==> config.mk <==
export PLATFORM = sky130hd
export DESIGN_NAME = mst_stream_video_attribute_regs
export DESIGN_NICKNAME = d
export VERILOG_FILES = /design/src/stream_attr_pkg.sv /design/src/mst_stream_video_attribute_regs.sv
export SDC_FILE = /design/constraint.sdc
export NUM_CORES = 1
export LEC_CHECK = 0
export ABC_AREA = 1
export ABC_CLOCK_PERIOD_IN_PS = 9030
export BUFFER_PORTS_ARGS = -buffer_cell sky130_fd_sc_hd__buf_2
export CAP_MARGIN = 20
export CORE_ASPECT_RATIO = 1.25
export CORE_MARGIN = 2
export CORE_UTILIZATION = 50
export CTS_BUF_LIST = sky130_fd_sc_hd__clkbuf_8
export DETAILED_ROUTE_END_ITERATION = 8
export PLACE_DENSITY = 0.74
export SYNTH_ARGS = -nofsm -noshare
export SYNTH_HDL_FRONTEND = slang
export SYNTH_SLANG_ARGS = --single-unit
==> constraint.sdc <==
create_clock -name core_clk -period 9.03 [get_ports core_clk]
set_input_delay 0.903 -clock core_clk [delete_from_list [all_inputs] [get_ports core_clk]]
set_output_delay 0.903 -clock core_clk [all_outputs]
set_load 0.02 [all_outputs]
==> src/stream_attr_pkg.sv <==
package stream_attr_pkg;

   localparam int          ADDR_W = 12;
   localparam int          DATA_W = 32;

   // Register byte offsets
   localparam logic [11:0] OFS_S3_TU_MIN_BYTES       = 12'h594;
   localparam logic [11:0] OFS_S3_TU_FRACTION_BYTES  = 12'h598;
   localparam logic [11:0] OFS_S3_LINE_START_WAIT    = 12'h59c;
   localparam logic [11:0] OFS_S4_HORIZONTAL_TOTAL   = 12'h5a0;
   localparam logic [11:0] OFS_S4_VERTICAL_TOTAL     = 12'h5a4;
   localparam logic [11:0] OFS_S4_SYNC_POLARITY      = 12'h5a8;
   localparam logic [11:0] OFS_S4_HSYNC_WIDTH        = 12'h5ac;
   localparam logic [11:0] OFS_S4_VSYNC_WIDTH        = 12'h5b0;
   localparam logic [11:0] OFS_S4_ACTIVE_WIDTH       = 12'h5b4;
   localparam logic [11:0] OFS_S4_ACTIVE_HEIGHT      = 12'h5b8;
   localparam logic [11:0] OFS_S4_HORIZONTAL_START   = 12'h5bc;
   localparam logic [11:0] OFS_S4_VERTICAL_START     = 12'h5c0;
   localparam logic [11:0] OFS_S4_FORMAT_ATTR_A      = 12'h5c4;
   localparam logic [11:0] OFS_S4_FORMAT_ATTR_B      = 12'h5c8;
   localparam logic [11:0] OFS_S4_CLOCK_RATIO_NUM    = 12'h5cc;
   localparam logic [11:0] OFS_S4_TRANSFER_UNIT_LEN  = 12'h5d0;
   localparam logic [11:0] OFS_S4_CLOCK_RATIO_DEN    = 12'h5d4;
   localparam logic [11:0] OFS_S4_PIXEL_PORT_WIDTH   = 12'h5d8;

   // Field widths
   localparam int          TU_MIN_W    = 8;
   localparam int          TU_FRAC_W   = 10;
   localparam int          WAIT_W      = 8;
   localparam int          TIMING_W    = 16;
   localparam int          SYNC_W      = 15;
   localparam int          ATTR_A_W    = 8;
   localparam int          ATTR_B_W    = 7;
   localparam int          RATIO_W     = 24;
   localparam int          TU_LEN_W    = 7;
   localparam int          PIX_W       = 3;

   // Field positions
   localparam int          POL_HSYNC_BIT      = 0;
   localparam int          POL_VSYNC_BIT      = 1;
   localparam int          ATTR_A_SYNC_CLK    = 0;
   localparam int          ATTR_A_FMT_LO      = 1;
   localparam int          ATTR_A_RANGE_BIT   = 3;
   localparam int          ATTR_A_YCC_BIT     = 4;
   localparam int          ATTR_A_DEPTH_LO    = 5;
   localparam int          ATTR_B_EVEN_BIT    = 0;
   localparam int          ATTR_B_STEREO_LO   = 1;

   // Reset values
   localparam logic [6:0]  TU_LEN_RESET       = 7'h40;
   localparam logic [7:0]  LINE_WAIT_RESET    = 8'h00;

   // Pixel port codes
   localparam logic [2:0]  PIX_SINGLE         = 3'h1;
   localparam logic [2:0]  PIX_DUAL           = 3'h2;
   localparam logic [2:0]  PIX_QUAD           = 3'h4;

   typedef enum logic [1:0] {
      LINE_IDLE,
      LINE_WAIT,
      LINE_SEND
   } line_state_e;

   typedef struct packed {
      logic                 read;
      logic                 write;
      logic [ADDR_W-1:0]    address;
      logic [DATA_W-1:0]    writedata;
   } bus_req_s;

   typedef struct packed {
      logic [TIMING_W-1:0]  horizontal_total;
      logic [TIMING_W-1:0]  vertical_total;
      logic                 vsync_polarity;
      logic                 hsync_polarity;
      logic [SYNC_W-1:0]    hsync_width;
      logic [SYNC_W-1:0]    vsync_width;
      logic [TIMING_W-1:0]  active_width;
      logic [TIMING_W-1:0]  active_height;
      logic [TIMING_W-1:0]  horizontal_start;
      logic [TIMING_W-1:0]  vertical_start;
      logic                 sync_clock;
      logic [1:0]           component_format;
      logic                 dynamic_range;
      logic                 ycbcr_colorimetry;
      logic [2:0]           bit_depth;
      logic                 interlace_even;
      logic [1:0]           stereo_attr;
      logic [RATIO_W-1:0]   clock_ratio_numerator;
      logic [RATIO_W-1:0]   clock_ratio_denominator;
      logic [TU_LEN_W-1:0]  transfer_unit_length;
      logic [PIX_W-1:0]     pixel_port_width;
      logic [TU_MIN_W-1:0]  s3_tu_min_bytes;
      logic [TU_FRAC_W-1:0] s3_tu_fraction_bytes;
   } stream_cfg_s;

endpackage

==> src/mst_stream_video_attribute_regs.sv <==
`timescale 1ns/10ps
// Summary of operation
// - Framing waits programmed initial cycles at each new line start.
// - Hold 16-bit horizontal total in clocks.
// - Hold 16-bit vertical total in lines per frame.
// - Polarity register: bit 1 vertical sync, bit 0 horizontal sync.
// - Hold 15-bit horizontal sync width in clocks.
// - Hold 15-bit vertical sync width in lines.
// - Hold 16-bit active pixels per line.
// - Hold 16-bit active lines per frame.
// - Hold 16-bit clocks from hsync leading edge to active data.
// - Hold 16-bit lines from vsync leading edge to first active line.
// - Attribute byte A: sync clock, format, range, colorimetry, bit depth.
// - Attribute byte B: even interlace total, stereo bits, 6:3 reserved.
// - Async mode: computed M is sent but never copied to register.
// - Async mode: derived N never written back to register.
// - Seven-bit transfer-unit size resets to 64.
// - Size kept 32..64 by software; bit 0 writes ignored, always even.
// - Pixel width codes 1, 2, 4; quad required in multi-stream.
module mst_stream_video_attribute_regs (
   input  wire logic                                 core_clk,   // Core clock
   input  wire logic                                 rst,        // Async reset
   input  wire logic [stream_attr_pkg::ADDR_W-1:0]   address,    // Byte address
   input  wire logic                                 read,       // Read strobe
   input  wire logic                                 write,      // Write strobe
   input  wire logic [stream_attr_pkg::DATA_W-1:0]   writedata,  // Write data
   input  wire logic [3:0]                           byteenable, // Byte lanes
   output      logic [stream_attr_pkg::DATA_W-1:0]   readdata,   // Read data
   output      logic                                 waitrequest,// Stall
   output      logic [1:0]                           response,   // 0 ok 2 err
   input  wire logic                                 line_start, // New line
   output      logic                                 line_data_enable, // Emit
   output      stream_attr_pkg::stream_cfg_s         stream_cfg  // Settings
);

   typedef struct packed {
      stream_attr_pkg::stream_cfg_s      cfg;
      logic [stream_attr_pkg::WAIT_W-1:0] line_wait;
      logic [stream_attr_pkg::WAIT_W-1:0] wait_count;
      stream_attr_pkg::line_state_e      line_state;
      logic                              ack;
      logic [stream_attr_pkg::DATA_W-1:0] rdata;
      logic [1:0]                        resp;
   } state_s;

   state_s state;
   state_s next_state;

   // Merge write data into a field under byte enables
   function automatic logic [31:0] merge(input logic [31:0] old,
                                         input logic [31:0] wd,
                                         input logic [3:0]  be);
      logic [31:0] r;
      r = old;
      for (int i = 0; i < 4; i++) begin
         if (be[i]) begin
            r[i*8 +: 8] = wd[i*8 +: 8];
         end
      end
      return r;
   endfunction

   function automatic logic hit(input logic [11:0] a);
      logic [11:0] w;
      w = a;
      unique case (w)
         stream_attr_pkg::OFS_S3_TU_MIN_BYTES,
         stream_attr_pkg::OFS_S3_TU_FRACTION_BYTES,
         stream_attr_pkg::OFS_S3_LINE_START_WAIT,
         stream_attr_pkg::OFS_S4_HORIZONTAL_TOTAL,
         stream_attr_pkg::OFS_S4_VERTICAL_TOTAL,
         stream_attr_pkg::OFS_S4_SYNC_POLARITY,
         stream_attr_pkg::OFS_S4_HSYNC_WIDTH,
         stream_attr_pkg::OFS_S4_VSYNC_WIDTH,
         stream_attr_pkg::OFS_S4_ACTIVE_WIDTH,
         stream_attr_pkg::OFS_S4_ACTIVE_HEIGHT,
         stream_attr_pkg::OFS_S4_HORIZONTAL_START,
         stream_attr_pkg::OFS_S4_VERTICAL_START,
         stream_attr_pkg::OFS_S4_FORMAT_ATTR_A,
         stream_attr_pkg::OFS_S4_FORMAT_ATTR_B,
         stream_attr_pkg::OFS_S4_CLOCK_RATIO_NUM,
         stream_attr_pkg::OFS_S4_TRANSFER_UNIT_LEN,
         stream_attr_pkg::OFS_S4_CLOCK_RATIO_DEN,
         stream_attr_pkg::OFS_S4_PIXEL_PORT_WIDTH: return 1'b1;
         default:                                  return 1'b0;
      endcase
   endfunction

   // Current register image as seen on the bus
   function automatic logic [31:0] image(input state_s s,
                                         input logic [11:0] a);
      logic [31:0] v;
      v = 32'h0;
      unique case (a)
         stream_attr_pkg::OFS_S3_TU_MIN_BYTES:
            v[7:0] = s.cfg.s3_tu_min_bytes;
         stream_attr_pkg::OFS_S3_TU_FRACTION_BYTES:
            v[9:0] = s.cfg.s3_tu_fraction_bytes;
         stream_attr_pkg::OFS_S3_LINE_START_WAIT:
            v[7:0] = s.line_wait;
         stream_attr_pkg::OFS_S4_HORIZONTAL_TOTAL:
            v[15:0] = s.cfg.horizontal_total;
         stream_attr_pkg::OFS_S4_VERTICAL_TOTAL:
            v[15:0] = s.cfg.vertical_total;
         stream_attr_pkg::OFS_S4_SYNC_POLARITY: begin
            v[stream_attr_pkg::POL_VSYNC_BIT] = s.cfg.vsync_polarity;
            v[stream_attr_pkg::POL_HSYNC_BIT] = s.cfg.hsync_polarity;
         end
         stream_attr_pkg::OFS_S4_HSYNC_WIDTH:
            v[14:0] = s.cfg.hsync_width;
         stream_attr_pkg::OFS_S4_VSYNC_WIDTH:
            v[14:0] = s.cfg.vsync_width;
         stream_attr_pkg::OFS_S4_ACTIVE_WIDTH:
            v[15:0] = s.cfg.active_width;
         stream_attr_pkg::OFS_S4_ACTIVE_HEIGHT:
            v[15:0] = s.cfg.active_height;
         stream_attr_pkg::OFS_S4_HORIZONTAL_START:
            v[15:0] = s.cfg.horizontal_start;
         stream_attr_pkg::OFS_S4_VERTICAL_START:
            v[15:0] = s.cfg.vertical_start;
         stream_attr_pkg::OFS_S4_FORMAT_ATTR_A:
            v[7:0] = {s.cfg.bit_depth, s.cfg.ycbcr_colorimetry,
                      s.cfg.dynamic_range, s.cfg.component_format,
                      s.cfg.sync_clock};
         stream_attr_pkg::OFS_S4_FORMAT_ATTR_B:
            v[2:0] = {s.cfg.stereo_attr, s.cfg.interlace_even};
         stream_attr_pkg::OFS_S4_CLOCK_RATIO_NUM:
            v[23:0] = s.cfg.clock_ratio_numerator;
         stream_attr_pkg::OFS_S4_TRANSFER_UNIT_LEN:
            v[6:0] = s.cfg.transfer_unit_length;
         stream_attr_pkg::OFS_S4_CLOCK_RATIO_DEN:
            v[23:0] = s.cfg.clock_ratio_denominator;
         stream_attr_pkg::OFS_S4_PIXEL_PORT_WIDTH:
            v[2:0] = s.cfg.pixel_port_width;
         default:
            v = 32'h0;
      endcase
      return v;
   endfunction

   always_comb begin
      logic [31:0] m;
      logic        req;
      logic        ok;
      m  = 32'h0;
      req = (read | write) & ~state.ack;
      ok  = hit(address);
      next_state = state;
      next_state.ack = req;
      if (req) begin
         next_state.resp  = ok ? 2'h0 : 2'h2;
         next_state.rdata = (read && ok) ? image(state, address) : 32'h0;
      end
      if (req && write && ok) begin
         m = merge(image(state, address), writedata, byteenable);
         unique case (address)
            stream_attr_pkg::OFS_S3_TU_MIN_BYTES:
               next_state.cfg.s3_tu_min_bytes = m[7:0];
            stream_attr_pkg::OFS_S3_TU_FRACTION_BYTES:
               next_state.cfg.s3_tu_fraction_bytes = m[9:0];
            stream_attr_pkg::OFS_S3_LINE_START_WAIT:
               next_state.line_wait = m[7:0];
            stream_attr_pkg::OFS_S4_HORIZONTAL_TOTAL:
               next_state.cfg.horizontal_total = m[15:0];
            stream_attr_pkg::OFS_S4_VERTICAL_TOTAL:
               next_state.cfg.vertical_total = m[15:0];
            stream_attr_pkg::OFS_S4_SYNC_POLARITY: begin
               next_state.cfg.vsync_polarity =
                  m[stream_attr_pkg::POL_VSYNC_BIT];
               next_state.cfg.hsync_polarity =
                  m[stream_attr_pkg::POL_HSYNC_BIT];
            end
            stream_attr_pkg::OFS_S4_HSYNC_WIDTH:
               next_state.cfg.hsync_width = m[14:0];
            stream_attr_pkg::OFS_S4_VSYNC_WIDTH:
               next_state.cfg.vsync_width = m[14:0];
            stream_attr_pkg::OFS_S4_ACTIVE_WIDTH:
               next_state.cfg.active_width = m[15:0];
            stream_attr_pkg::OFS_S4_ACTIVE_HEIGHT:
               next_state.cfg.active_height = m[15:0];
            stream_attr_pkg::OFS_S4_HORIZONTAL_START:
               next_state.cfg.horizontal_start = m[15:0];
            stream_attr_pkg::OFS_S4_VERTICAL_START:
               next_state.cfg.vertical_start = m[15:0];
            stream_attr_pkg::OFS_S4_FORMAT_ATTR_A: begin
               next_state.cfg.sync_clock = m[0];
               next_state.cfg.component_format = m[2:1];
               next_state.cfg.dynamic_range = m[3];
               next_state.cfg.ycbcr_colorimetry = m[4];
               next_state.cfg.bit_depth = m[7:5];
            end
            stream_attr_pkg::OFS_S4_FORMAT_ATTR_B: begin
               // Bits 6:3 reserved, read as zero
               next_state.cfg.interlace_even = m[0];
               next_state.cfg.stereo_attr = m[2:1];
            end
            // Only software writes reach these; computed values never do
            stream_attr_pkg::OFS_S4_CLOCK_RATIO_NUM:
               next_state.cfg.clock_ratio_numerator = m[23:0];
            stream_attr_pkg::OFS_S4_TRANSFER_UNIT_LEN:
               next_state.cfg.transfer_unit_length =
                  {m[6:1], state.cfg.transfer_unit_length[0]};
            stream_attr_pkg::OFS_S4_CLOCK_RATIO_DEN:
               next_state.cfg.clock_ratio_denominator = m[23:0];
            stream_attr_pkg::OFS_S4_PIXEL_PORT_WIDTH:
               next_state.cfg.pixel_port_width = m[2:0];
            default: ;
         endcase
      end

      // Line start wait sequencer
      unique case (state.line_state)
         stream_attr_pkg::LINE_IDLE: begin
            if (line_start) begin
               next_state.wait_count = state.line_wait;
               next_state.line_state = (state.line_wait == 8'h00) ?
                  stream_attr_pkg::LINE_SEND : stream_attr_pkg::LINE_WAIT;
            end
         end
         stream_attr_pkg::LINE_WAIT: begin
            // Restart with a zero wait must not wrap the counter
            if (line_start) begin
               next_state.wait_count = state.line_wait;
               next_state.line_state = (state.line_wait == 8'h00) ?
                  stream_attr_pkg::LINE_SEND : stream_attr_pkg::LINE_WAIT;
            end else if (state.wait_count == 8'h01) begin
               next_state.wait_count = 8'h00;
               next_state.line_state = stream_attr_pkg::LINE_SEND;
            end else begin
               next_state.wait_count = state.wait_count - 8'h01;
            end
         end
         stream_attr_pkg::LINE_SEND: begin
            if (line_start) begin
               next_state.wait_count = state.line_wait;
               next_state.line_state = (state.line_wait == 8'h00) ?
                  stream_attr_pkg::LINE_SEND : stream_attr_pkg::LINE_WAIT;
            end
         end
         default: next_state.line_state = stream_attr_pkg::LINE_IDLE;
      endcase
   end

   always_ff @(posedge core_clk or posedge rst) begin
      if (rst) begin
         state <= '0;
         state.cfg.transfer_unit_length <= stream_attr_pkg::TU_LEN_RESET;
         state.line_wait <= stream_attr_pkg::LINE_WAIT_RESET;
         state.line_state <= stream_attr_pkg::LINE_IDLE;
      end else begin
         state <= next_state;
      end
   end

   assign waitrequest = (read | write) & ~state.ack;
   assign readdata = state.rdata;
   assign response = state.resp;
   assign stream_cfg = state.cfg;
   assign line_data_enable = (state.line_state == stream_attr_pkg::LINE_SEND);

endmodule

Word-level counts from Yosys, hierarchy flattened --
Index checks and enable logic that the tools add are counted.
Cells by class: $add $sub $neg 1, $mul 0, div/mod/pow operators 0, $lt $le $gt $ge 0, equal/unequal tests 23, shift operators 0, muxes and demuxes 24, bitwise logic cells 3, reduce and logical (&&, ||, !) cells 28
Operator list (number):
- 12-bit by 11-bit equality test with 1-bit output (second input constant) | 18
- 4-bit one-hot mux with 15 select lines | 1
- 5-bit one-hot mux with 10 select lines | 1
- 8-bit 2-to-1 mux | 5
- 2-bit AND reduction | 20
- 2-bit one-hot mux with 18 select lines | 1
- 2-bit one-hot mux with 17 select lines | 1
- 8-bit one-hot mux with 2 select lines | 2
- 24-bit 2-to-1 mux | 1
- 2-bit one-hot mux with 11 select lines | 1
- 10-bit 2-to-1 mux | 2
- 2-bit one-hot mux with 10 select lines | 1
- 18-bit OR reduction | 1
- 1-bit one-hot mux with 17 select lines | 1
- 1-bit one-hot mux with 14 select lines | 1
- 8-bit by 1-bit equality test with 1-bit output (second input constant) | 1
- 8-bit logical NOT | 1
- 1-bit one-hot mux with 8 select lines | 1
- 8-bit by 1-bit subtractor with 8-bit output (second input constant) | 1
- 2-bit 2-to-1 mux | 3
- 2-bit one-hot mux with 2 select lines | 1
- 1-bit logical AND | 3
- 3-bit != test (second input constant) | 1
- 2-bit by 1-bit equality test with 1-bit output (second input constant) | 1
- 9 further kinds | 9
Word-level totals: register bits 267, latch bits 0, bits in writable memories 0, bits in read-only memories 0, output and inout bits 251, word-level logic and storage cells 108, memories 0

Depth between registers and ports, before layout --
Gate-level depths: netlist (run 1).
word-level depth 5, gate-level depth with buffers 18, mapped depth without buffers 15

Worst setup path before layout (run 1) --
No wires, ideal clock.
path kind input to register, start point input port address[1] (netlist name), end point register state, in the netlist stream_cfg[113], library setup time 117 ps, data arrival time 2619 ps, required time 8913 ps, setup slack 6295 ps, stages on the path 15, path buffers 1, path through nor2_1 -> nand3_1 -> nor2_1 -> nand2_1 -> nand2_1 -> inv_1 -> nand2_1 -> nor2_2 -> nand3_2 -> nand2_4 -> nor2_2 -> inv_2 -> buf_2 -> nand2_1 -> nand2_1
On the way: longest elaborated chain between the ends 5, elaborated cells on any way between the ends 24, classes of those cells eq/ne: 18; mux: 3; reduce/logical: 3
Ends and longest elaborated chain:
- start, declared | line mst_stream_video_attribute_regs.sv:23 | input wire logic [stream_attr_pkg::ADDR_W-1:0] address,
- 12-bit by 11-bit equality test with 1-bit output, on equally long branches | line mst_stream_video_attribute_regs.sv:66, mst_stream_video_attribute_regs.sv:94, mst_stream_video_attribute_regs.sv:156
- 18-bit OR reduction | line mst_stream_video_attribute_regs.sv:66 | unique case (w)
- 1-bit 2-to-1 mux | line mst_stream_video_attribute_regs.sv:66
- 1-bit logical AND | line mst_stream_video_attribute_regs.sv:154 | if (req && write && ok) begin
- 2-bit AND reduction (no source line)
- end signal, assigned | line mst_stream_video_attribute_regs.sv:251 | state <= next_state;
- end, declared | line mst_stream_video_attribute_regs.sv:46 | state_s state;
Several ways; a longest one is shown, not always the timed one. A chain may end at the register's enable or synchronous reset.

Final worst setup path (run 1) --
start point input port address[1] (netlist name), end point register state, in the netlist stream_cfg[63]
Same word-level chain as after synthesis.

==> results of run 1 <==
## synth_stat cells, drive strengths merged, types with 3 or more instances
cell type  number  area [µm²]
a21oi          29       145.1
a31oi           3       25.02
nor2          120       533.0
buf           294        2120
inv           109       409.1
clkinv          4       15.01
nor4            3       18.77
nand4          27       168.9
clkbuf         12       45.04
o21ai          72       364.1
nor3            5       25.02
nand2         950        3581
a22oi           7       52.55
o22ai           8       50.05
nand3          65       330.3
xor2            3       26.28
dfrtp         257        6431
## per-stage QoR
step | instances | utilization [%] | total power, mW | setup WS [ns] | area (µm²)
3_3_place_gp | 2335 | 50.38 | 1.289 | 4.534 | 14310
4_1_cts | 2401 | 53.16 | 2.286 | 5.083 | 15100
2_1_floorplan | 1986 | - | 1.257 | 1.030 | 14470
6_report | 2402 | 53.20 | 2.281 | 4.960 | 15110
5_1_grt | 2402 | 53.20 | 2.344 | 4.753 | 15110
3_5_place_dp | 2335 | 50.38 | 1.291 | 4.511 | 14310
## routing by layer
metal | vias to the layer above | GRT usage, % | wire [µm]
li1 | 5947 | - | -
met4 | 0 | 16.82 | 2933
met5 | - | 0 | 0
met3 | 184 | 6.951 | 5102
met2 | 794 | 50.05 | 21890
met1 | 6079 | 41.50 | 18730
## layout by cell type, fill, tap and decap left out, types with 2 or more instances in the layout
| master | instances |
|---|---|
| nand2_1 | 946 |
| buf_2 | 284 |
| dfrtp_1 | 257 |
| inv_1 | 108 |
| nor2_1 | 96 |
| nand3_1 | 64 |
| o21ai_0 | 63 |
| clkbuf_8 | 50 |
| a21oi_1 | 29 |
| nand4_1 | 27 |
| nor2_2 | 19 |
| buf_4 | 15 |
| inv_2 | 11 |
| conb_1 | 10 |
| o22ai_1 | 8 |
| o21ai_1 | 8 |
| a22oi_1 | 7 |
| nor2_4 | 5 |
| nor3_1 | 5 |
| clkinv_1 | 4 |
| nand2_2 | 3 |
| nor4_1 | 3 |
| xor2_1 | 3 |
| nand3b_1 | 2 |
| o211ai_1 | 2 |
| inv_8 | 2 |
| a31oi_1 | 2 |
| ha_1 | 2 |
| clkinv_2 | 2 |
## layout make-up
type                    count  share of cell area (%)
flip-flops and latches    258                   42.73
well taps                 355                   2.939
clock buffers              50                   4.554
clock inverters            16                  0.6707
inverters                 113                   2.857
repair buffers            301                   10.36
multi-input cells        1309                   35.89
## registers in the layout (all words and copies together) (netlist names)
signal,flops
readdata,24
response,1
state,19
stream_cfg,214
## logic make-up (layout without fill, tap and decap cells)
group / after synthesis / count (layout) / synth area share (%)
flops: 258 / 258 / 44.74
fa+ha+maj: 2 / 2 / 0.1734
buf+inv: 419 / 480 / 17.94
simple gates: 1172 / 1172 / 32.37
compound gates: 122 / 122 / 4.569
xor+xnor: 3 / 3 / 0.1821
other cells: 1 / 10 / 0.02598
## power groups by stage
stage | Sequential (mW) | Clock [mW] | Combinational (mW)
after floorplan | 1.18 | 0 | 0.0729
after global placement | 1.18 | 0 | 0.105
after detailed placement | 1.18 | 0 | 0.107
after CTS | 1.16 | 1.02 | 0.107
after global routing | 1.16 | 1.06 | 0.118
final | 1.16 | 1.01 | 0.107
## worst reg2reg max path: stages, from the launching register on
cell and delay, ns:
dfrtp_1 0.37, nor2_1 0.23, nand2_4 0.26, nor2_2 0.54, buf_4 0.45, inv_2 0.31, nand2_1 0.15, nand2_1 0.06
## worst paths after layout
path | startpoint | endpoint | slack, ns | cells past startpoint
max reg2reg | state[34] | stream_cfg[63] | 6.56 | 7
min in group asynchronous | rst | stream_cfg[41] | 0.49 | 2
min | readdata[21] | readdata[21] | 0.47 | 2
max | address[1] | stream_cfg[63] | 4.96 | 14
max in group asynchronous | rst | stream_cfg[84] | 7.18 | 3
min reg2reg | readdata[21] | readdata[21] | 0.47 | 2
==> results.sh, run 1 <==
export IMPL_rows=69
export IMPL_ys_types=35
export IMPL_hold_slack_ns=0.4718
export IMPL_comb_power_share_pct=4.7
export IMPL_setup_viol=0
export IMPL_routed_wl_mm=48.66
export IMPL_hold_buffers=0
export IMPL_timing_slew_headroom_pct=17.31
export IMPL_ir_drop_uv=71.20
export IMPL_cts_resized=0
export IMPL_syn_area_um2=14430
export IMPL_ios=304
export IMPL_worstPathMaxFanout=19
export IMPL_intPower_mw=1.709
export IMPL_min_path_type="reg -> reg"
export IMPL_yosysWarnings=0
export IMPL_regArea_um2=6457
export IMPL_slowest_stage="nor2_2"
export IMPL_io_buffers=284
export IMPL_required_ns=9.49
export IMPL_syn_area_per_cell_um2=7.300
export IMPL_htree_levels=2
export IMPL_outcome="completed"
export IMPL_nets=2079
export IMPL_tns_ns=0
export IMPL_cp_start_kind="input port"
export IMPL_first_pass_iters=6
export IMPL_via_count=13000
export IMPL_slowest_delay_ns=0.54
export IMPL_antenna_found_initial=0
export IMPL_grt_pass1_vias=12330
export IMPL_async_reset_ff_share_pct=100.0
export IMPL_cp_num_buf_inv=3
export IMPL_ys_seq_area_share_pct=44.74
export IMPL_leakagePower_nw=8.922
export IMPL_drv_cap=0
export IMPL_cts_path_max_buffers=3
export IMPL_grt_usage_pct=31.93
export IMPL_hold_viol=0
export IMPL_period_share_pct=45.08
export IMPL_die_x_um=156.0
export IMPL_drc=0
export IMPL_tightest_slew_ns=1.236
export IMPL_ys_ff_latch=258
export IMPL_grt_overflow=0
export IMPL_sw_frac_of_total_pct=25.10
export IMPL_hpwl_mm=34.32
export IMPL_clk_latency_ns=0.59
export IMPL_antenna_cells=0
export IMPL_grt_pass1_wl_mm=72.95
export IMPL_syn_inst=1977
export IMPL_finClkSkew_ns=0.04164
export IMPL_finalMaxSlewViolations=0
export IMPL_cts_sinks=258
export IMPL_crit_type="in -> reg"
export IMPL_ant_nets=0
export IMPL_crit_arrival_ns=4.54
export IMPL_syn2layout_area_growth_pct=4.698
export IMPL_synth_edff_count=0
export IMPL_p_per_area_nw_per_um2=151.0
export IMPL_cp_end_kind="flip-flop"
export IMPL_cts_tree="yes"
export IMPL_rsz0062_at_grt="false"
export IMPL_clockRootBuffer="clkbuf_8"
export IMPL_path_cells="buf_2 > nor2_1 > nand3_1 > nor2_1 > nand2_1 > nand4_1 > nor2_2 > nand3_2 > nand2_4 > nor2_2 > buf_4 > inv_2 > nand2_1 > nand2_1"
export IMPL_grt_max_degree=137
export IMPL_max_clock_freq_ghz=0.2457
export IMPL_fin_crit_ns=4.070
export IMPL_drt_vias_per_instance=5.414
export IMPL_die_h_um=194.0
export IMPL_cts_setup_buffers=0
export IMPL_p_seq_share_pct=51.0
export IMPL_drt_wirelength_per_cell_um=20.26
export IMPL_cts_clk_slew_worst_paths_ns=0.06
export IMPL_ys_flop_type="dfrtp_1"
export IMPL_cp_top_family="simple AND/OR/NAND/NOR gates"
export IMPL_gp_congestion=0.9473
export IMPL_clock_power_share_pct=44.3
export IMPL_dieArea_um2=30250
export IMPL_switching_power_mw=0.5725
export IMPL_drtIter0Drc=1393
export IMPL_fillers=2729
export IMPL_multi_input_comb_area_um2=5423
export IMPL_drive_gt1_share_pct=19.54
export IMPL_cp_common_cell="nand2_1"
export IMPL_core_area_um2=28400
export IMPL_numCtsBuffers=41
export IMPL_initial_utilization_pct=50.81
No activity file was read; power rests on OpenSTA's default activity.
==> run 2: changes to the inputs <==
--- a/config.mk
+++ b/config.mk
@@ -6,7 +6,7 @@
 export NUM_CORES = 1
 export LEC_CHECK = 0
 export ABC_AREA = 1
-export ABC_CLOCK_PERIOD_IN_PS = 9030
+export ABC_CLOCK_PERIOD_IN_PS = 3300
 export BUFFER_PORTS_ARGS = -buffer_cell sky130_fd_sc_hd__buf_2
 export CAP_MARGIN = 20
 export CORE_ASPECT_RATIO = 1.25
@@ -14,7 +14,7 @@
 export CORE_UTILIZATION = 50
 export CTS_BUF_LIST = sky130_fd_sc_hd__clkbuf_8
 export DETAILED_ROUTE_END_ITERATION = 8
-export PLACE_DENSITY = 0.74
+export PLACE_DENSITY = 0.77
 export SYNTH_ARGS = -nofsm -noshare
 export SYNTH_HDL_FRONTEND = slang
 export SYNTH_SLANG_ARGS = --single-unit
==> constraint.sdc (replaced) <==
create_clock -name core_clk -period 3.3 [get_ports core_clk]
set_input_delay 0.33 -clock core_clk [delete_from_list [all_inputs] [get_ports core_clk]]
set_output_delay 0.33 -clock core_clk [all_outputs]
set_load 0.02 [all_outputs]
==> results.sh, run 2 (synthesis results as in run 1) <==
export IMPL_drv_cap=0
export IMPL_dp_slack_ns=0.2942
export IMPL_gp_congestion=0.9640
export IMPL_routed_wl_mm=49.05
export IMPL_fin_crit_ns=2.510
export IMPL_r2r_end="response[1]"
export IMPL_clockRootBuffer="clkbuf_8"
export IMPL_report_power_total_mw=6.342
export IMPL_leakagePower_nw=9.270
export IMPL_finClkSkew_ns=0.01368
export IMPL_tightest_slew_ns=0.7732
export IMPL_layout_common_cells="nand2_1, buf_2, dfrtp_1"
export IMPL_drt_wirelength_per_cell_um=19.87
export IMPL_cts_sinks=258
export IMPL_r2r_start="state[34]"
export IMPL_io_buffers=284
export IMPL_nets=2136
export IMPL_drc=0
export IMPL_fillers=2716
export IMPL_final_common_cell="nand2_1"
export IMPL_hold_slack_ns=0.07862
export IMPL_crit_type="in -> reg"
export IMPL_slowest_stage="nor2_1"
export IMPL_die_x_um=156.0
export IMPL_cp_start_kind="input port"
export IMPL_worstPathMaxFanout=15
export IMPL_drtIter0Drc=1445
export IMPL_setup_viol=0
export IMPL_largest_reg_flops=214
export IMPL_cp_top_family="simple AND/OR/NAND/NOR gates"
export IMPL_htree_levels=2
export IMPL_antenna_cells=0
export IMPL_outcome="completed"
export IMPL_critPathLaunch="address[0]"
export IMPL_multi_input_comb_area_um2=5423
export IMPL_setup_ws_ns=0.7900
export IMPL_drive_gt1_share_pct=21.91
export IMPL_ant_nets=0
export IMPL_regArea_um2=6457
export IMPL_path_cells="buf_2 > inv_1 > nand2_1 > nor2_1 > nand2_1 > nor2_1 > nand2_1 > nand4_1 > nor2_1 > nand2_1 > nand2_1 > nand2_1 > buf_4 > nand2_1 > nand2_1"
export IMPL_cp_end_kind="flip-flop"
export IMPL_rows=69
export IMPL_grt_pass1_vias=12730
export IMPL_core_area_um2=28400
export IMPL_r2r_cells=4
export IMPL_cts_clk_slew_worst_paths_ns=0.06
export IMPL_antenna_found_initial=1
export IMPL_dieArea_um2=30250
export IMPL_rsz0062_at_grt="false"
export IMPL_required_ns=3.80
export IMPL_initial_utilization_pct=50.81
export IMPL_max_clock_freq_ghz=0.3984
export IMPL_finalMaxSlewViolations=0
export IMPL_endpoint="stream_cfg[91]"
export IMPL_stdcell_count=2468
export IMPL_final_core_util_pct=55.21
export IMPL_cp_num_buf_inv=3
export IMPL_p_per_area_nw_per_um2=404.4
export IMPL_grt_max_degree=72
export IMPL_period_share_pct=76.06
export IMPL_grt_pass1_wl_mm=73.85
export IMPL_ios=304
export IMPL_placed_cells=2392
export IMPL_timing_slew_headroom_pct=48.13
export IMPL_syn2layout_area_growth_pct=8.660
export IMPL_min_path_type="in -> reg"
export IMPL_die_h_um=194.0
export IMPL_crit_arrival_ns=3.01
export IMPL_cp_common_cell="nand2_1"
export IMPL_cp_depth=15
export IMPL_cts_path_max_buffers=3
export IMPL_first_pass_iters=5
export IMPL_numCtsBuffers=41
export IMPL_clk_latency_ns=0.57
export IMPL_ir_drop_uv=265.3
export IMPL_grt_usage_pct=32.15
export IMPL_hold_viol=0
export IMPL_cts_tree="yes"
export IMPL_reg2reg_slack_ns=1.31
export IMPL_drt_vias_per_instance=5.428
export IMPL_hpwl_mm=35.77
export IMPL_slowest_delay_ns=0.48
export IMPL_grt_overflow=0
export IMPL_via_count=13400
[run 2: cell type report]
cell class / count / share of cell area (%)
inverter: 113 / 2.729
multi-input combinational: 1309 / 34.58
sequential: 258 / 41.18
clock inverter: 22 / 0.7739
timing repair buffer: 358 / 13.26
clock buffer: 53 / 4.651
tap: 355 / 2.832
[run 2: metal layers]
layer / wire (µm) / vias to the layer above / part of all wire, % / track usage (%)
met5: 13 / - / 0.027 / 0
met4: 3042 / 2 / 6.2 / 17.74
met3: 5162 / 207 / 11 / 6.616
met2: 22330 / 849 / 46 / 50.23
met1: 18510 / 6265 / 38 / 41.85
li1: - / 6073 / - / -
[run 2: through the flow]
| step | cell area (µm²) | TNS, ns |
|---|---|---|
| 4_1_cts | 15680 | 0 |
| 6_report | 15680 | 0 |
| 3_3_place_gp | 14820 | 0 |
| 3_5_place_dp | 14820 | 0 |
| 5_1_grt | 15680 | 0 |
| 2_1_floorplan | 14470 | -110.20 |
[run 2: report_power, final]
group	internal, mW	total (mW)	switching, mW
clock	1.52	2.84	1.32
combinational	0.0788	0.321	0.242
sequential	3.18	3.18	0.00738
total	4.78	6.34	1.57
[run 2: worst min path at each step]
stage            startpoint      endpoint  slack [ns]  depth (start not counted)
3_3_place_gp      state[36]     state[35]        0.46                          1
5_1_grt                read   readdata[3]        0.08                          3
6_report               read   readdata[3]        0.08                          3
2_1_floorplan     state[36]     state[35]        0.44                          1
3_5_place_dp   readdata[18]  readdata[18]        0.46                          2
4_1_cts                read   readdata[3]        0.05                          3
[run 2: timing repair]
item	in CTS	in global routing
buffers inserted	0	0
endpoints found under the hold margin	27	0
gates resized for setup	0	0
hold buffers	1	0
[run 2: worst register-to-register path, cell delays in order (launching register included)]
cell	delay, ns
dfrtp_1	0.38
a21oi_1	0.39
clkinv_1	0.76
nand2_1	0.23
o21ai_0	0.10
